--- src/ptcs_pkg.sv ---
// package: register map, field layout, modes and timing constants of the stamp clock
package ptcs_pkg;

  // ****************************************
  // clock and timing
  // ****************************************
  localparam int              CLK_PERIOD_NS   = 4;        // ref_clk at 250 MHz
  localparam int              PULSE_WIDTH_NS  = 1000;     // width of stretched sync pulses
  localparam int              PULSE_WIDTH_CYC = (PULSE_WIDTH_NS + CLK_PERIOD_NS - 1) / CLK_PERIOD_NS;
  localparam longint unsigned LOSS_TIMEOUT_MS = 2000;     // no reference for this long: unlocked
  localparam longint unsigned LOSS_CYC        = (LOSS_TIMEOUT_MS * 1000000) / CLK_PERIOD_NS;

  // ****************************************
  // time format
  // ****************************************
  localparam int          SUB_BITS       = 24;            // hidden fraction below 2^-32 s
  localparam logic [31:0] INCR_DEFAULT   = 32'h112e_07e8; // 1024 below 2^56 / 250e6, units of 2^-56 s
  localparam logic [31:0] NS_PER_SEC     = 32'h3b9a_ca00;
  localparam logic [31:0] THRESH_DEFAULT = 32'h0000_0254; // 596 ns
  localparam int          GAIN_SHIFT     = 4;             // frequency trim gain, 1/16

  // ****************************************
  // register byte offsets
  // ****************************************
  localparam logic [7:0] OFS_CTRL     = 8'h00;
  localparam logic [7:0] OFS_THRESH   = 8'h04;
  localparam logic [7:0] OFS_SET_SECS = 8'h08;
  localparam logic [7:0] OFS_SET_FRAC = 8'h0c;
  localparam logic [7:0] OFS_TIME_SEC = 8'h10;
  localparam logic [7:0] OFS_TIME_FRC = 8'h14;
  localparam logic [7:0] OFS_INCR     = 8'h18;
  localparam logic [7:0] OFS_STATUS   = 8'h1c;
  localparam logic [7:0] OFS_TOTAL    = 8'h20;
  localparam logic [7:0] OFS_BAD      = 8'h24;
  localparam logic [7:0] OFS_RESYNC   = 8'h28;
  localparam logic [7:0] OFS_PHASE    = 8'h2c;
  localparam logic [7:0] OFS_IRQ_STAT = 8'h30;
  localparam logic [7:0] OFS_IRQ_EN   = 8'h34;
  localparam logic [7:0] OFS_IRQ_CLR  = 8'h38;

  // ****************************************
  // control register fields
  // ****************************************
  localparam int          CTRL_MUXIN_LSB  = 0;  // 2 bits
  localparam int          CTRL_MUXOUT_LSB = 2;  // 2 bits
  localparam int          CTRL_TAIL_BIT   = 4;
  localparam int          CTRL_SET_BIT    = 8;
  localparam int          CTRL_RESET_BIT  = 9;
  localparam int          CTRL_CLEAR_BIT  = 10;
  localparam int          CTRL_TICK_BIT   = 11;
  localparam logic [2:0]  HSIZE_WORD      = 3'h2;

  // interrupt status bits
  localparam int IRQ_PULSE  = 0;
  localparam int IRQ_BAD    = 1;
  localparam int IRQ_RESYNC = 2;
  localparam int IRQ_LOST   = 3;
  localparam int IRQ_W      = 4;

  // ****************************************
  // types
  // ****************************************
  typedef enum logic [1:0] {IN_DIFF, IN_INTERNAL, IN_NONE} ptcs_muxin_t;
  typedef enum logic [1:0] {OUT_NONE, OUT_REPEAT, OUT_LOOP, OUT_MASTER} ptcs_muxout_t;

  typedef struct packed {
    logic [31:0] secs;
    logic [31:0] frac;
  } ptcs_stamp_t;

  typedef struct packed {
    logic       valid;
    logic [7:0] addr;
  } ptcs_wphase_t;

endpackage

--- src/ptcs_pulse_in.sv ---
// module: synchroniser and rising-edge detector for the differential pulse input
`timescale 1ns/1ps
`default_nettype none

module ptcs_pulse_in
  import ptcs_pkg::*;
(
  input  wire logic ref_clk,
  input  wire logic rst,
  input  wire logic differentialPulseInput,
  output var  logic pulseLevel,
  output var  logic pulseRise
);

  logic metaQ;
  logic syncQ;
  logic prevQ;

  // ****************************************
  // two-stage synchroniser
  // ****************************************
  // metaQ feeds syncQ only; everything downstream looks at syncQ
  always_ff @(posedge ref_clk) begin
    if (rst) begin
      metaQ <= 1'b0;
      syncQ <= 1'b0;
    end else begin
      metaQ <= differentialPulseInput;
      syncQ <= metaQ;
    end
  end

  // edge detect one stage later, so the edge is glitch free
  always_ff @(posedge ref_clk) begin
    if (rst) begin
      prevQ <= 1'b0;
    end else begin
      prevQ <= syncQ;
    end
  end

  assign pulseLevel = syncQ;
  assign pulseRise  = syncQ & ~prevQ;
endmodule // ptcs_pulse_in

`default_nettype wire

--- src/ptcs_top.sv ---
// module: packet timestamp clock with sync discipline and AHB-Lite registers
`timescale 1ns/1ps
`default_nettype none

module ptcs_top
  import ptcs_pkg::*;
#(
  parameter int          ZERO_BITS   = 4,
  parameter int unsigned LOSS_CYCLES = 32'(LOSS_CYC)
)(
  input  wire logic        ref_clk,
  input  wire logic        rst,
  // ahb-lite slave
  input  wire logic        hsel,
  input  wire logic [31:0] haddr,
  input  wire logic [1:0]  htrans,
  input  wire logic        hwrite,
  input  wire logic [2:0]  hsize,
  input  wire logic [31:0] hwdata,
  input  wire logic        hready,
  output var  logic        hreadyout,
  output var  logic [31:0] hrdata,
  output var  logic        hresp,
  // capture path
  input  wire logic        pktHead,
  input  wire logic        pktTail,
  output var  ptcs_stamp_t stampData,
  output var  logic        stampValid,
  // sync connector, circuit A
  input  wire logic        differentialPulseInput,
  output var  logic        pulseRepeatOutput,
  output var  logic        pulseRepeatOutputEn,
  output var  logic        irq
);

  localparam logic [31:0] ZERO_MASK = ~((32'h1 << ZERO_BITS) - 32'h1);

  ptcs_wphase_t        wrQ;
  ptcs_muxin_t         muxInQ;
  ptcs_muxout_t        muxOutQ;
  logic                tailSelQ;
  logic [31:0]         threshQ, setSecsQ, setFracQ, incrQ, fracShadowQ;
  logic [31:0]         secsQ, fracQ;
  logic [SUB_BITS-1:0] subQ;
  logic                syncedQ;
  logic [31:0]         lossCntQ, totalCntQ, badCntQ, resyncCntQ, lastErrQ;
  logic [IRQ_W-1:0]    irqStatQ, irqEnQ, irqEvt, irqClr;
  logic [31:0]         rdMux;
  logic                diffLevel, diffRise;

  // ****************************************
  // ahb-lite slave
  // ****************************************
  logic addrAcc;
  logic wrEn;
  logic ctrlWr;
  assign addrAcc = hsel && htrans[1] && hready;
  assign wrEn    = wrQ.valid;
  assign ctrlWr  = wrEn && (wrQ.addr == OFS_CTRL);

  // zero wait state, always okay; writes land at the end of the data phase
  always_ff @(posedge ref_clk) begin
    if (rst) begin
      wrQ       <= '0;
      hreadyout <= 1'b1;
      hresp     <= 1'b0;
    end else begin
      wrQ.valid <= addrAcc && hwrite && (hsize == HSIZE_WORD);
      wrQ.addr  <= haddr[7:0];
      hreadyout <= 1'b1;
      hresp     <= 1'b0;
    end
  end

  // read data is taken in the address phase so it stands for the whole data phase
  always_ff @(posedge ref_clk) begin
    if (rst) begin
      hrdata      <= '0;
      fracShadowQ <= '0;
    end else if (addrAcc && !hwrite) begin
      hrdata <= rdMux;
      // reading whole seconds freezes the fraction, so a pair of reads never tears
      if (haddr[7:0] == OFS_TIME_SEC) begin
        fracShadowQ <= fracQ;
      end
    end
  end

  // register read mux, unmapped offsets read zero
  always_comb begin
    rdMux = '0;
    case (haddr[7:0])
      OFS_CTRL: begin
        rdMux[CTRL_MUXIN_LSB +: 2]  = muxInQ;
        rdMux[CTRL_MUXOUT_LSB +: 2] = muxOutQ;
        rdMux[CTRL_TAIL_BIT]        = tailSelQ;
      end
      OFS_THRESH:   rdMux = threshQ;
      OFS_SET_SECS: rdMux = setSecsQ;
      OFS_SET_FRAC: rdMux = setFracQ;
      OFS_TIME_SEC: rdMux = secsQ;
      OFS_TIME_FRC: rdMux = fracShadowQ;
      OFS_INCR:     rdMux = incrQ;
      OFS_STATUS:   rdMux = {31'h0, syncedQ};
      OFS_TOTAL:    rdMux = totalCntQ;
      OFS_BAD:      rdMux = badCntQ;
      OFS_RESYNC:   rdMux = resyncCntQ;
      OFS_PHASE:    rdMux = lastErrQ;
      OFS_IRQ_STAT: rdMux = {{(32-IRQ_W){1'b0}}, irqStatQ};
      OFS_IRQ_EN:   rdMux = {{(32-IRQ_W){1'b0}}, irqEnQ};
      default:      rdMux = '0;
    endcase
  end

  // command strobes from the control register
  logic setCmd, resetCmd, clearCmd, intTick;
  assign setCmd   = ctrlWr && hwdata[CTRL_SET_BIT];
  assign resetCmd = ctrlWr && hwdata[CTRL_RESET_BIT];
  assign clearCmd = ctrlWr && hwdata[CTRL_CLEAR_BIT];
  assign intTick  = ctrlWr && hwdata[CTRL_TICK_BIT];  // host-referenced second tick

  // ****************************************
  // configuration registers
  // ****************************************
  // selector settings are volatile; rst restores all three, the reset command only the input and output selectors
  always_ff @(posedge ref_clk) begin
    if (rst) begin
      muxInQ   <= IN_DIFF;
      muxOutQ  <= OUT_NONE;
      tailSelQ <= 1'b0;
    end else if (resetCmd) begin
      muxInQ  <= IN_DIFF;
      muxOutQ <= OUT_NONE;
    end else if (ctrlWr && !setCmd) begin
      muxInQ   <= ptcs_muxin_t'(hwdata[CTRL_MUXIN_LSB +: 2]);
      muxOutQ  <= ptcs_muxout_t'(hwdata[CTRL_MUXOUT_LSB +: 2]);
      tailSelQ <= hwdata[CTRL_TAIL_BIT];
    end
  end

  // plain data registers
  always_ff @(posedge ref_clk) begin
    if (rst) begin
      threshQ  <= THRESH_DEFAULT;
      setSecsQ <= '0;
      setFracQ <= '0;
    end else if (wrEn) begin
      if (wrQ.addr == OFS_THRESH)   threshQ  <= hwdata;
      if (wrQ.addr == OFS_SET_SECS) setSecsQ <= hwdata;
      if (wrQ.addr == OFS_SET_FRAC) setFracQ <= hwdata;
    end
  end

  // ****************************************
  // time of day
  // ****************************************
  logic [56:0] accSum;
  logic        secCarry;
  logic        refEvt;
  logic        stepNow;
  assign accSum   = {1'b0, fracQ, subQ} + {25'h0, incrQ};
  assign secCarry = accSum[56];

  // reference pulse from whichever source the input selector picks
  always_comb begin
    case (muxInQ)
      IN_DIFF:     refEvt = diffRise;
      IN_INTERNAL: refEvt = intTick;
      default:     refEvt = 1'b0;      // no input: free running
    endcase
  end
  assign stepNow = refEvt && !syncedQ;

  // host load wins; a step snaps to the nearest second boundary
  always_ff @(posedge ref_clk) begin
    if (rst) begin
      secsQ <= '0;
      fracQ <= '0;
      subQ  <= '0;
    end else if (setCmd || resetCmd) begin
      secsQ <= setSecsQ;
      fracQ <= setFracQ;
      subQ  <= '0;
    end else if (stepNow) begin
      secsQ <= fracQ[31] ? secsQ + 32'h1 : secsQ;
      fracQ <= '0;
      subQ  <= '0;
    end else begin
      secsQ <= secsQ + {31'h0, secCarry};
      fracQ <= accSum[55:24];
      subQ  <= accSum[SUB_BITS-1:0];
    end
  end

  // ****************************************
  // discipline
  // ****************************************
  logic [31:0] absErr, errNs;
  logic [63:0] errProd;
  logic        badPulse, lostEvt;
  assign absErr   = fracQ[31] ? (32'h0 - fracQ) : fracQ;
  assign errProd  = {32'h0, absErr} * {32'h0, NS_PER_SEC};
  assign errNs    = errProd[63:32];
  assign badPulse = errNs > threshQ;
  assign lostEvt  = syncedQ && !refEvt && (lossCntQ == 32'(LOSS_CYCLES - 1));

  // lock state: first pulse steps and locks, a bad pulse or silence unlocks
  always_ff @(posedge ref_clk) begin
    if (rst || resetCmd) begin
      syncedQ  <= 1'b0;
      lossCntQ <= '0;
    end else if (refEvt) begin
      syncedQ  <= !syncedQ || !badPulse;
      lossCntQ <= '0;
    end else if (muxInQ == IN_NONE || lostEvt) begin
      syncedQ  <= 1'b0;
      lossCntQ <= '0;
    end else begin
      lossCntQ <= syncedQ ? lossCntQ + 32'h1 : '0;
    end
  end

  // frequency trim on good pulses; a fast clock is ahead, so slow it down
  always_ff @(posedge ref_clk) begin
    if (rst || resetCmd) begin
      incrQ    <= INCR_DEFAULT;
      lastErrQ <= '0;
    end else if (wrEn && wrQ.addr == OFS_INCR) begin
      incrQ <= hwdata;
    end else if (refEvt) begin
      lastErrQ <= fracQ;
      if (syncedQ && !badPulse) begin
        incrQ <= incrQ - $unsigned($signed(fracQ) >>> GAIN_SHIFT);
      end
    end
  end

  // statistics; a count in the clearing cycle survives as one
  logic incTotal, incBad, incResync;
  assign incTotal  = refEvt;
  assign incBad    = refEvt && syncedQ && badPulse;
  assign incResync = stepNow;
  always_ff @(posedge ref_clk) begin
    if (rst) begin
      totalCntQ  <= '0;
      badCntQ    <= '0;
      resyncCntQ <= '0;
    end else begin
      totalCntQ  <= (clearCmd ? 32'h0 : totalCntQ) + {31'h0, incTotal};
      badCntQ    <= (clearCmd ? 32'h0 : badCntQ) + {31'h0, incBad};
      resyncCntQ <= (clearCmd ? 32'h0 : resyncCntQ) + {31'h0, incResync};
    end
  end

  // ****************************************
  // timestamp capture
  // ****************************************
  // byte 0 of the little-endian stamp is stampData[7:0], the lowest fraction byte
  always_ff @(posedge ref_clk) begin
    if (rst) begin
      stampData  <= '0;
      stampValid <= 1'b0;
    end else begin
      stampValid <= tailSelQ ? pktTail : pktHead;
      if (tailSelQ ? pktTail : pktHead) begin
        stampData.secs <= secsQ;
        stampData.frac <= fracQ & ZERO_MASK;
      end
    end
  end

  // ****************************************
  // sync output
  // ****************************************
  ptcs_pulse_in u_pulse_in (
    .ref_clk                (ref_clk),
    .rst                    (rst),
    .differentialPulseInput (differentialPulseInput),
    .pulseLevel             (diffLevel),
    .pulseRise              (diffRise)
  );

  // stretchers: [0] internal tick, [1] own seconds carry; one clock edge is too short
  logic [1:0] stretchTrig, stretched;
  assign stretchTrig = {secCarry, intTick};
  for (genvar g = 0; g < 2; g++) begin : g_stretch
    logic [15:0] cntQ;
    always_ff @(posedge ref_clk) begin
      if (rst) begin
        cntQ <= '0;
      end else if (stretchTrig[g]) begin
        cntQ <= 16'(PULSE_WIDTH_CYC - 1);
      end else if (cntQ != 16'h0) begin
        cntQ <= cntQ - 16'h1;
      end
    end
    assign stretched[g] = stretchTrig[g] || (cntQ != 16'h0);
  end

  // output source select
  always_ff @(posedge ref_clk) begin
    if (rst) begin
      pulseRepeatOutput   <= 1'b0;
      pulseRepeatOutputEn <= 1'b0;
    end else begin
      pulseRepeatOutputEn <= (muxOutQ != OUT_NONE);
      case (muxOutQ)
        OUT_REPEAT: pulseRepeatOutput <= diffLevel;
        OUT_LOOP: begin
          case (muxInQ)
            IN_DIFF:     pulseRepeatOutput <= diffLevel;
            IN_INTERNAL: pulseRepeatOutput <= stretched[0];
            default:     pulseRepeatOutput <= 1'b0;
          endcase
        end
        OUT_MASTER: pulseRepeatOutput <= stretched[1];
        default:    pulseRepeatOutput <= 1'b0;
      endcase
    end
  end

  // ****************************************
  // interrupts
  // ****************************************
  assign irqEvt = {lostEvt, incResync, incBad, refEvt};
  assign irqClr = (wrEn && wrQ.addr == OFS_IRQ_CLR) ? hwdata[IRQ_W-1:0] : '0;

  // a new event in the clearing cycle stays set
  always_ff @(posedge ref_clk) begin
    if (rst) begin
      irqStatQ <= '0;
      irqEnQ   <= '0;
      irq      <= 1'b0;
    end else begin
      irqStatQ <= (irqStatQ & ~irqClr) | irqEvt;
      if (wrEn && wrQ.addr == OFS_IRQ_EN) irqEnQ <= hwdata[IRQ_W-1:0];
      irq <= |(irqStatQ & irqEnQ);
    end
  end
endmodule // ptcs_top

`default_nettype wire

--- config.mk ---
export PLATFORM = sky130hd
export DESIGN_NAME = ptcs_top
export DESIGN_NICKNAME = d
export VERILOG_FILES = /design/src/ptcs_pkg.sv /design/src/ptcs_pulse_in.sv /design/src/ptcs_top.sv
export SDC_FILE = /design/constraint.sdc
export NUM_CORES = 2
export LEC_CHECK = 0
export BUFFER_PORTS_ARGS = -buffer_cell sky130_fd_sc_hd__buf_2
export CORE_ASPECT_RATIO = 0.7
export CORE_MARGIN = 3
export CORE_UTILIZATION = 60
export DETAILED_ROUTE_END_ITERATION = 16
export GPL_TIMING_DRIVEN = 1
export PLACE_DENSITY = 0.79
export SETUP_SLACK_MARGIN = 0.2
export SLEW_MARGIN = 20
export SYNTH_ARGS = -nofsm -noshare
export SYNTH_HDL_FRONTEND = slang
export SYNTH_HIERARCHICAL = 1
export SYNTH_SLANG_ARGS = --single-unit
--- constraint.sdc ---
create_clock -name ref_clk -period 23.1 [get_ports ref_clk]
set_input_delay 0 -clock ref_clk [delete_from_list [all_inputs] [get_ports ref_clk]]
set_output_delay 0 -clock ref_clk [all_outputs]
set_load 0.02 [all_outputs]
Word-level counts from Yosys, hierarchy flattened
Index checks and enable logic that the tools add are counted.

word-level totals
  output and inout port bits = 102
  input bits = 77
  logic and storage cells = 164
  register bits = 562

operators by class
  $add $sub $neg = 11
  multipliers = 1
  bitwise operators = 9
  reductions and logical operators = 55
  equal/unequal tests = 27
  multiplexer cells = 25
  $lt $le $gt $ge = 1

operators by type and width
  operator                  count
  $mux W32                  12
  $pmux W27 S10             1
  $add A32 B1 Y32           4
  $pmux W5 S14              1
  $add A32 B1 Y32 const B   2
  $eq A8 B6 Y1 const B      8
  $add A56 B32 Y57          1
  $mul A32 B21 Y53 const B  1
  $eq A8 B5 Y1 const B      5
  $eq A32 B29 Y1 const B    1
  $eq A8 B4 Y1 const B      4
  $gt A30 B32 Y1            1
  $mux W8                   4
  $reduce_bool A16 Y1       2
  $sub A1 B32 Y32 const A   1
  $sub A16 B1 Y16 const B   2
  $sub A32 B32 Y32          1
  $logic_and A1 B1 Y1       20
  $eq A8 B3 Y1 const B      2
  $logic_not A8 Y1          2
  $reduce_and A2 Y1         7
  $reduce_bool A2 Y1        6
  $and A4 B4 Y4             2
  $reduce_or A4 Y1          2
  17 further kinds          37

Depth between registers and ports, before layout
  depth after elaboration = 10
  gate-level depth with buffers = 54
  mapped depth without buffers = 52

Modules after synthesis
The synthesis kept the hierarchy.

modules (own cells, without submodules)
  module         area each (um2)  times used  cells each  seq. area each (um2)
  ptcs_top       40,890.5         1           4,875       11,190.7
  ptcs_pulse_in  87.6             1           7           60.1

Least setup slack after synthesis
OpenSTA, ideal clock, no wires.

  path kind = reg2reg
  start point = register fracQ[10]
  end point = register badCntQ[28]
  arrival = 11,139 ps
  buffers on the path = 1
  period minus slack after synthesis = 11,266 ps
  stages on the path, launching flop included = 54
  setup slack = 11,834 ps
  library setup time = 128 ps
  required time = 22,972 ps
  cells stage by stage = dfxtp_1 > buf_6 > inv_6 > nand4_4 > nor4_4 > nand4_1 > or4_4 > or4_4 > or3_4 > nor3_1 > nor2_1 > xnor2_1 > ha_1 > inv_1 > fa_1 > inv_1 > fa_1 > fa_1 > [18 not listed] > ha_1 > nand3_1 > o221ai_1 > a21o_1 > a22oi_1 > a31oi_1 > o21ai_0 > nor2_1 > ha_1 > ha_1 > nand4_1 > nor2_1 > nand3_1 > or3_1 > nor3_1 > nand3_1 > xor2_1 > nor2_1

on the way
  longest elaborated chain between the ends = 6

RTL lines
  item                     RTL line         text
  start, declared          ptcs_top.sv:43   logic [31:0] secsQ, fracQ;
  start signal, assigned   ptcs_top.sv:182  fracQ <= setFracQ;
  start signal, assigned   ptcs_top.sv:190  fracQ <= accSum[55:24];
  $sub A1 B32 Y32          ptcs_top.sv:201  assign absErr = fracQ[31] ? (32'h0 - fracQ) : fracQ;
  $mux W32 (*)             ptcs_top.sv:201
  $mul A32 B21 Y53 (*)     ptcs_top.sv:202  assign errProd = {32'h0, absErr} * {32'h0, NS_PER_SEC};
  $gt A30 B32 Y1 (*)       ptcs_top.sv:204  assign badPulse = errNs > threshQ;
  $logic_and A1 B1 Y1 (*)  ptcs_top.sv:241  assign incBad = refEvt && syncedQ && badPulse;
  $add A32 B1 Y32 (*)      ptcs_top.sv:250  badCntQ <= (clearCmd ? 32'h0 : badCntQ) + {31'h0, incBad};
  end signal, assigned     ptcs_top.sv:250
  end, declared            ptcs_top.sv:46   logic [31:0] lossCntQ, totalCntQ, badCntQ, resyncCntQ, lastErrQ;

Mark *: on every way between the ends. The rest lies on a longest branch, timed or not.
A chain may end at the register's enable or synchronous reset.

Final worst setup path
  start point = register fracQ[9]
  end point = register badCntQ[28]

The elaborated chain is that of the path after synthesis.

==> impl_summary.md <==
Critical path
The worst setup path is launched from a flip-flop. The worst setup path is of the flip-flop to flip-flop kind. The worst setup path is captured at a flip-flop. The most frequent cell on the critical path is sky130_fd_sc_hd__inv_1. Of all nets on the critical path, the largest fanout is 11. The slowest stage of the critical path belongs to the cell sky130_fd_sc_hd__xnor2_1. The data arrival time at the worst-slack endpoint is 15.85 ns.

On the worst path, the slowest cell contributes a delay of 0.81 ns. Tracing the worst setup path back leads to its startpoint at fracQ[9]$_SDFF_PP0_. The launch instance of the worst register-to-register path is fracQ[9]$_SDFF_PP0_. The critical path data required time is 23.59 ns.

The slack of the worst reg-to-reg path is between 7 and 8 ns.

Placement
The placement-stage cell area is ~43000 um^2. At the placement stage, the worst setup path has a slack of approximately 8.3 ns. The placer's final routability congestion estimate is around 0.99.

The number of instances in the placed design is around 5800. The final HPWL from detailed placement is roughly 94000 um. The number of port buffers is 147.

Clock tree
The level count of the clock H-tree is 2. Clock-pin slew was measured on the worst setup and hold paths at 0.06 ns. The number of clock buffers added by TritonCTS is 52.

The later pin in the worst-skew pair is clocked with a latency of 0.63 ns. TritonCTS built the clock tree. The count of cells resized by post-cts repair is 0. The maximum count of clock buffers along a single path is 3. The clock drives approximately 560 sinks. The tree is rooted in a sky130_fd_sc_hd__clkbuf_16.

Routing
For this block, the initial DRC count from the detailed router was approximately 4000. Dividing the detail-routed via count by the number of cells gives a little over 6. Wires add up to around 120000 um. The final routed DRC violation total is 0. The count of antenna-violating nets left after detailed routing is 0. The total via count after detailed routing is around 36000. The first detailed-routing pass took 7 iterations. The detailed-route wire length per cell is between 20 and 25 um.

STA
Setup repair after global routing left no endpoint under its margin. The worst-margin pin slew is 1.315 ns. On the final layout, the worst hold slack is just over 0.09 ns. The total count of max-transition violations in the final report is 0.

The achievable frequency is between 60 and 70 MHz. Across the routed clock network, the largest skew measured is roughly 0.01 ns. The worst path in the final design needs a cycle of around 15 ns, including I/O delays and setup.

The number of hold-slack violations in the final timing report is 0. Measured against its own limit, the worst slew margin works out to between 10% and 20%. The setup TNS after final layout is 0 ns.

After layout, the worst setup slack is 7.741 ns. Dividing the final minimum period by the clock period gives around two thirds. The number of setup violations in the final report is 0.

Synth
The mean post-synth cell area is between 8 and 9 um^2. The synthesized instance count is between 4000 and 5000. Summing every instance area after synthesis gives a little over 40000 um^2. The count of flip-flops with a built-in enable after synthesis is 0. The total number of yosys warnings is 6.

Synthesis instantiated 87 different standard cells from the library. For this run, asynchronously set or reset flops after synthesis account for 0%. The dominant register cell in the synthesized netlist is sky130_fd_sc_hd__dfxtp_1. The share of synthesized area occupied by flip-flops and latches is 27.46%.

The number of storage elements in the synthesis netlist is 562.

Power and ir drop
The clock share of power is 37.7%. VDD sags by at most 0.00005387 V. Net switching is between 20% and 30% of the power.

Summed over all cells, the static leakage comes to 0.01960 uW. The total net switching power is between 700 and 800 uW. The share of power burned in registers is 43.0%. Combinational cells account for ~19% of the total power. The power per cell area is 53.21 nW/um^2.

The internal power component is 1682 uW.

Layout
The ratio of cells with drive above 1 in the final layout is 6.894%. The total of fill cells in the finished design is roughly 5500. In the layout the commonest cells are 662 x sky130_fd_sc_hd__nand2_1, 595 x sky130_fd_sc_hd__inv_1, 562 x sky130_fd_sc_hd__dfxtp_1, 402 x sky130_fd_sc_hd__a21oi_1, 377 x sky130_fd_sc_hd__nor2_1. Leaving out fill and tap cells, the most frequent cell in the layout is sky130_fd_sc_hd__nand2_1. After routing the design area is 44810 um^2. The area used by multi-input combinational logic is 26690 um^2.

The number of cells in the finished layout apart from fillers is approximately 5900. The post-synthesis to final-layout area growth is 9.355%. Across the whole layout, storage elements account for about 11000 um^2.

The net count of the finished layout is 5728.

Floorplan
During I/O placement, the number of pins put on the boundary was between 150 and 200. The initial core utilization is 61.15%. The standard-cell row count is between 70 and 80. The total area inside the core boundary comes to between 60000 and 70000 um^2. The floorplan step defined a die boundary enclosing slightly above 70000 um^2. The die boundary height is around 220 um.

Measured along the x axis, the die boundary spans around 320 um.

Hold path
The classification of the worst-slack hold path is primary input to flip-flop. In this run the most critical hold path is launched from pktTail.

Global routing
The maximum number of pins on one net before global-route repair is 99. Across every metal layer, demand over resource in global routing totals ~34%. Global routing finished with a remaining overflow of 0.

The via count of the first global-routing pass is ~34000. The first global-routing pass estimated ~190000 um of wire. The initial antenna violation count is 5.

Job
Max-cap violations in this run came to 0.

Run status
The run finished with clean final reports.
## logic make-up (layout without fill, tap and decap cells)
family	after synthesis	count (layout)	synth area share [%]
compound gates	981	981	15.18
flops	562	562	27.46
fa+ha+maj	673	673	26.19
buf+inv	824	957	7.722
xor+xnor	296	296	6.327
other cells	2	8	0.01833
simple gates	1528	1528	16.71
mux	16	16	0.3969
## Yosys cell counts, types with 71 or more instances
library cell                 n  area [um^2]
sky130_fd_sc_hd__nand2_1   664         2492
sky130_fd_sc_hd__inv_1     595         2233
sky130_fd_sc_hd__dfxtp_1   562        11250
sky130_fd_sc_hd__a21oi_1   403         2017
sky130_fd_sc_hd__nor2_1    390         1464
sky130_fd_sc_hd__ha_1      365         4567
sky130_fd_sc_hd__fa_1      308         6166
sky130_fd_sc_hd__clkbuf_1  196        735.7
sky130_fd_sc_hd__xnor2_1   169         1480
sky130_fd_sc_hd__o21ai_0   143        715.7
sky130_fd_sc_hd__xor2_1    127         1112
sky130_fd_sc_hd__nand3_1   109        545.5
sky130_fd_sc_hd__nor3_1     71        355.3
## worst paths after layout
| path | end | depth (start not counted) |
|---|---|---|
| max | badCntQ[28]$_SDFF_PP0_ | 51 |
| min reg2reg | u_pulse_in/pulseLevel$_SDFF_PP0_ | 1 |
| max reg2reg | badCntQ[28]$_SDFF_PP0_ | 51 |
| min | stampValid$_SDFF_PP0_ | 4 |
## cell type report
cell class	count	area share, %
tap	891	2.488
timing repair buffer	262	3.887
clock inverter	17	0.5305
inverter	600	5.048
multi-input combinational	3500	59.56
clock buffer	78	3.367
antenna	2	0.01117
sequential	562	25.11
## state kept, by name, summed over array words and instances (netlist names), 8 cells and up
name / count
totalCntQ: 32
fracShadowQ: 32
lastErrQ: 32
g_stretch.cntQ: 32
secsQ: 32
resyncCntQ: 32
hrdata: 32
setFracQ: 32
badCntQ: 32
incrQ: 32
setSecsQ: 32
lossCntQ: 32
subQ: 24
threshQ: 32
fracQ: 32
stampData: 60
wrQ: 8
## layer usage
layer	vias up	share of wire [%]	wire length, um	track usage, %
li1	16500	-	-	-
met1	17210	42	51900	48.29
met2	1942	42	51880	50.53
met3	330	12	14330	7.313
met4	6	4.1	5059	11.88
met5	-	0.033	41	0
## timing repair
action	in CTS	in global routing
setup buffers	0	0
endpoints found under the hold margin	202	0
hold buffers	53	0
## critical path: cells and delay by family (launching register included)
| family | cells | cell delay, ns |
|---|---|---|
| compound gates | 13 | 3.78 |
| fa+ha+maj | 11 | 4.38 |
| flops | 1 | 0.50 |
| xor+xnor | 3 | 1.07 |
| buf+inv | 7 | 0.61 |
| simple gates | 17 | 4.86 |
## power by group through the flow
stage / sequential (uW) / clock, uW / combinational, uW
after floorplan: 1040 / 0 / 347
after global placement: 1040 / 0 / 433
after detailed placement: 1040 / 0 / 445
after CTS: 1020 / 904 / 456
after global routing: 1030 / 943 / 523
final: 1020 / 900 / 460
## metrics by stage
step / power, uW / util (%)
floorplan: 1384 / -
global placement: 1477 / 63.43
detailed placement: 1490 / 63.43
CTS: 2384 / 66.83
global route: 2492 / 66.86
finish: 2384 / 66.87
(Power assumes the default switching activity.)
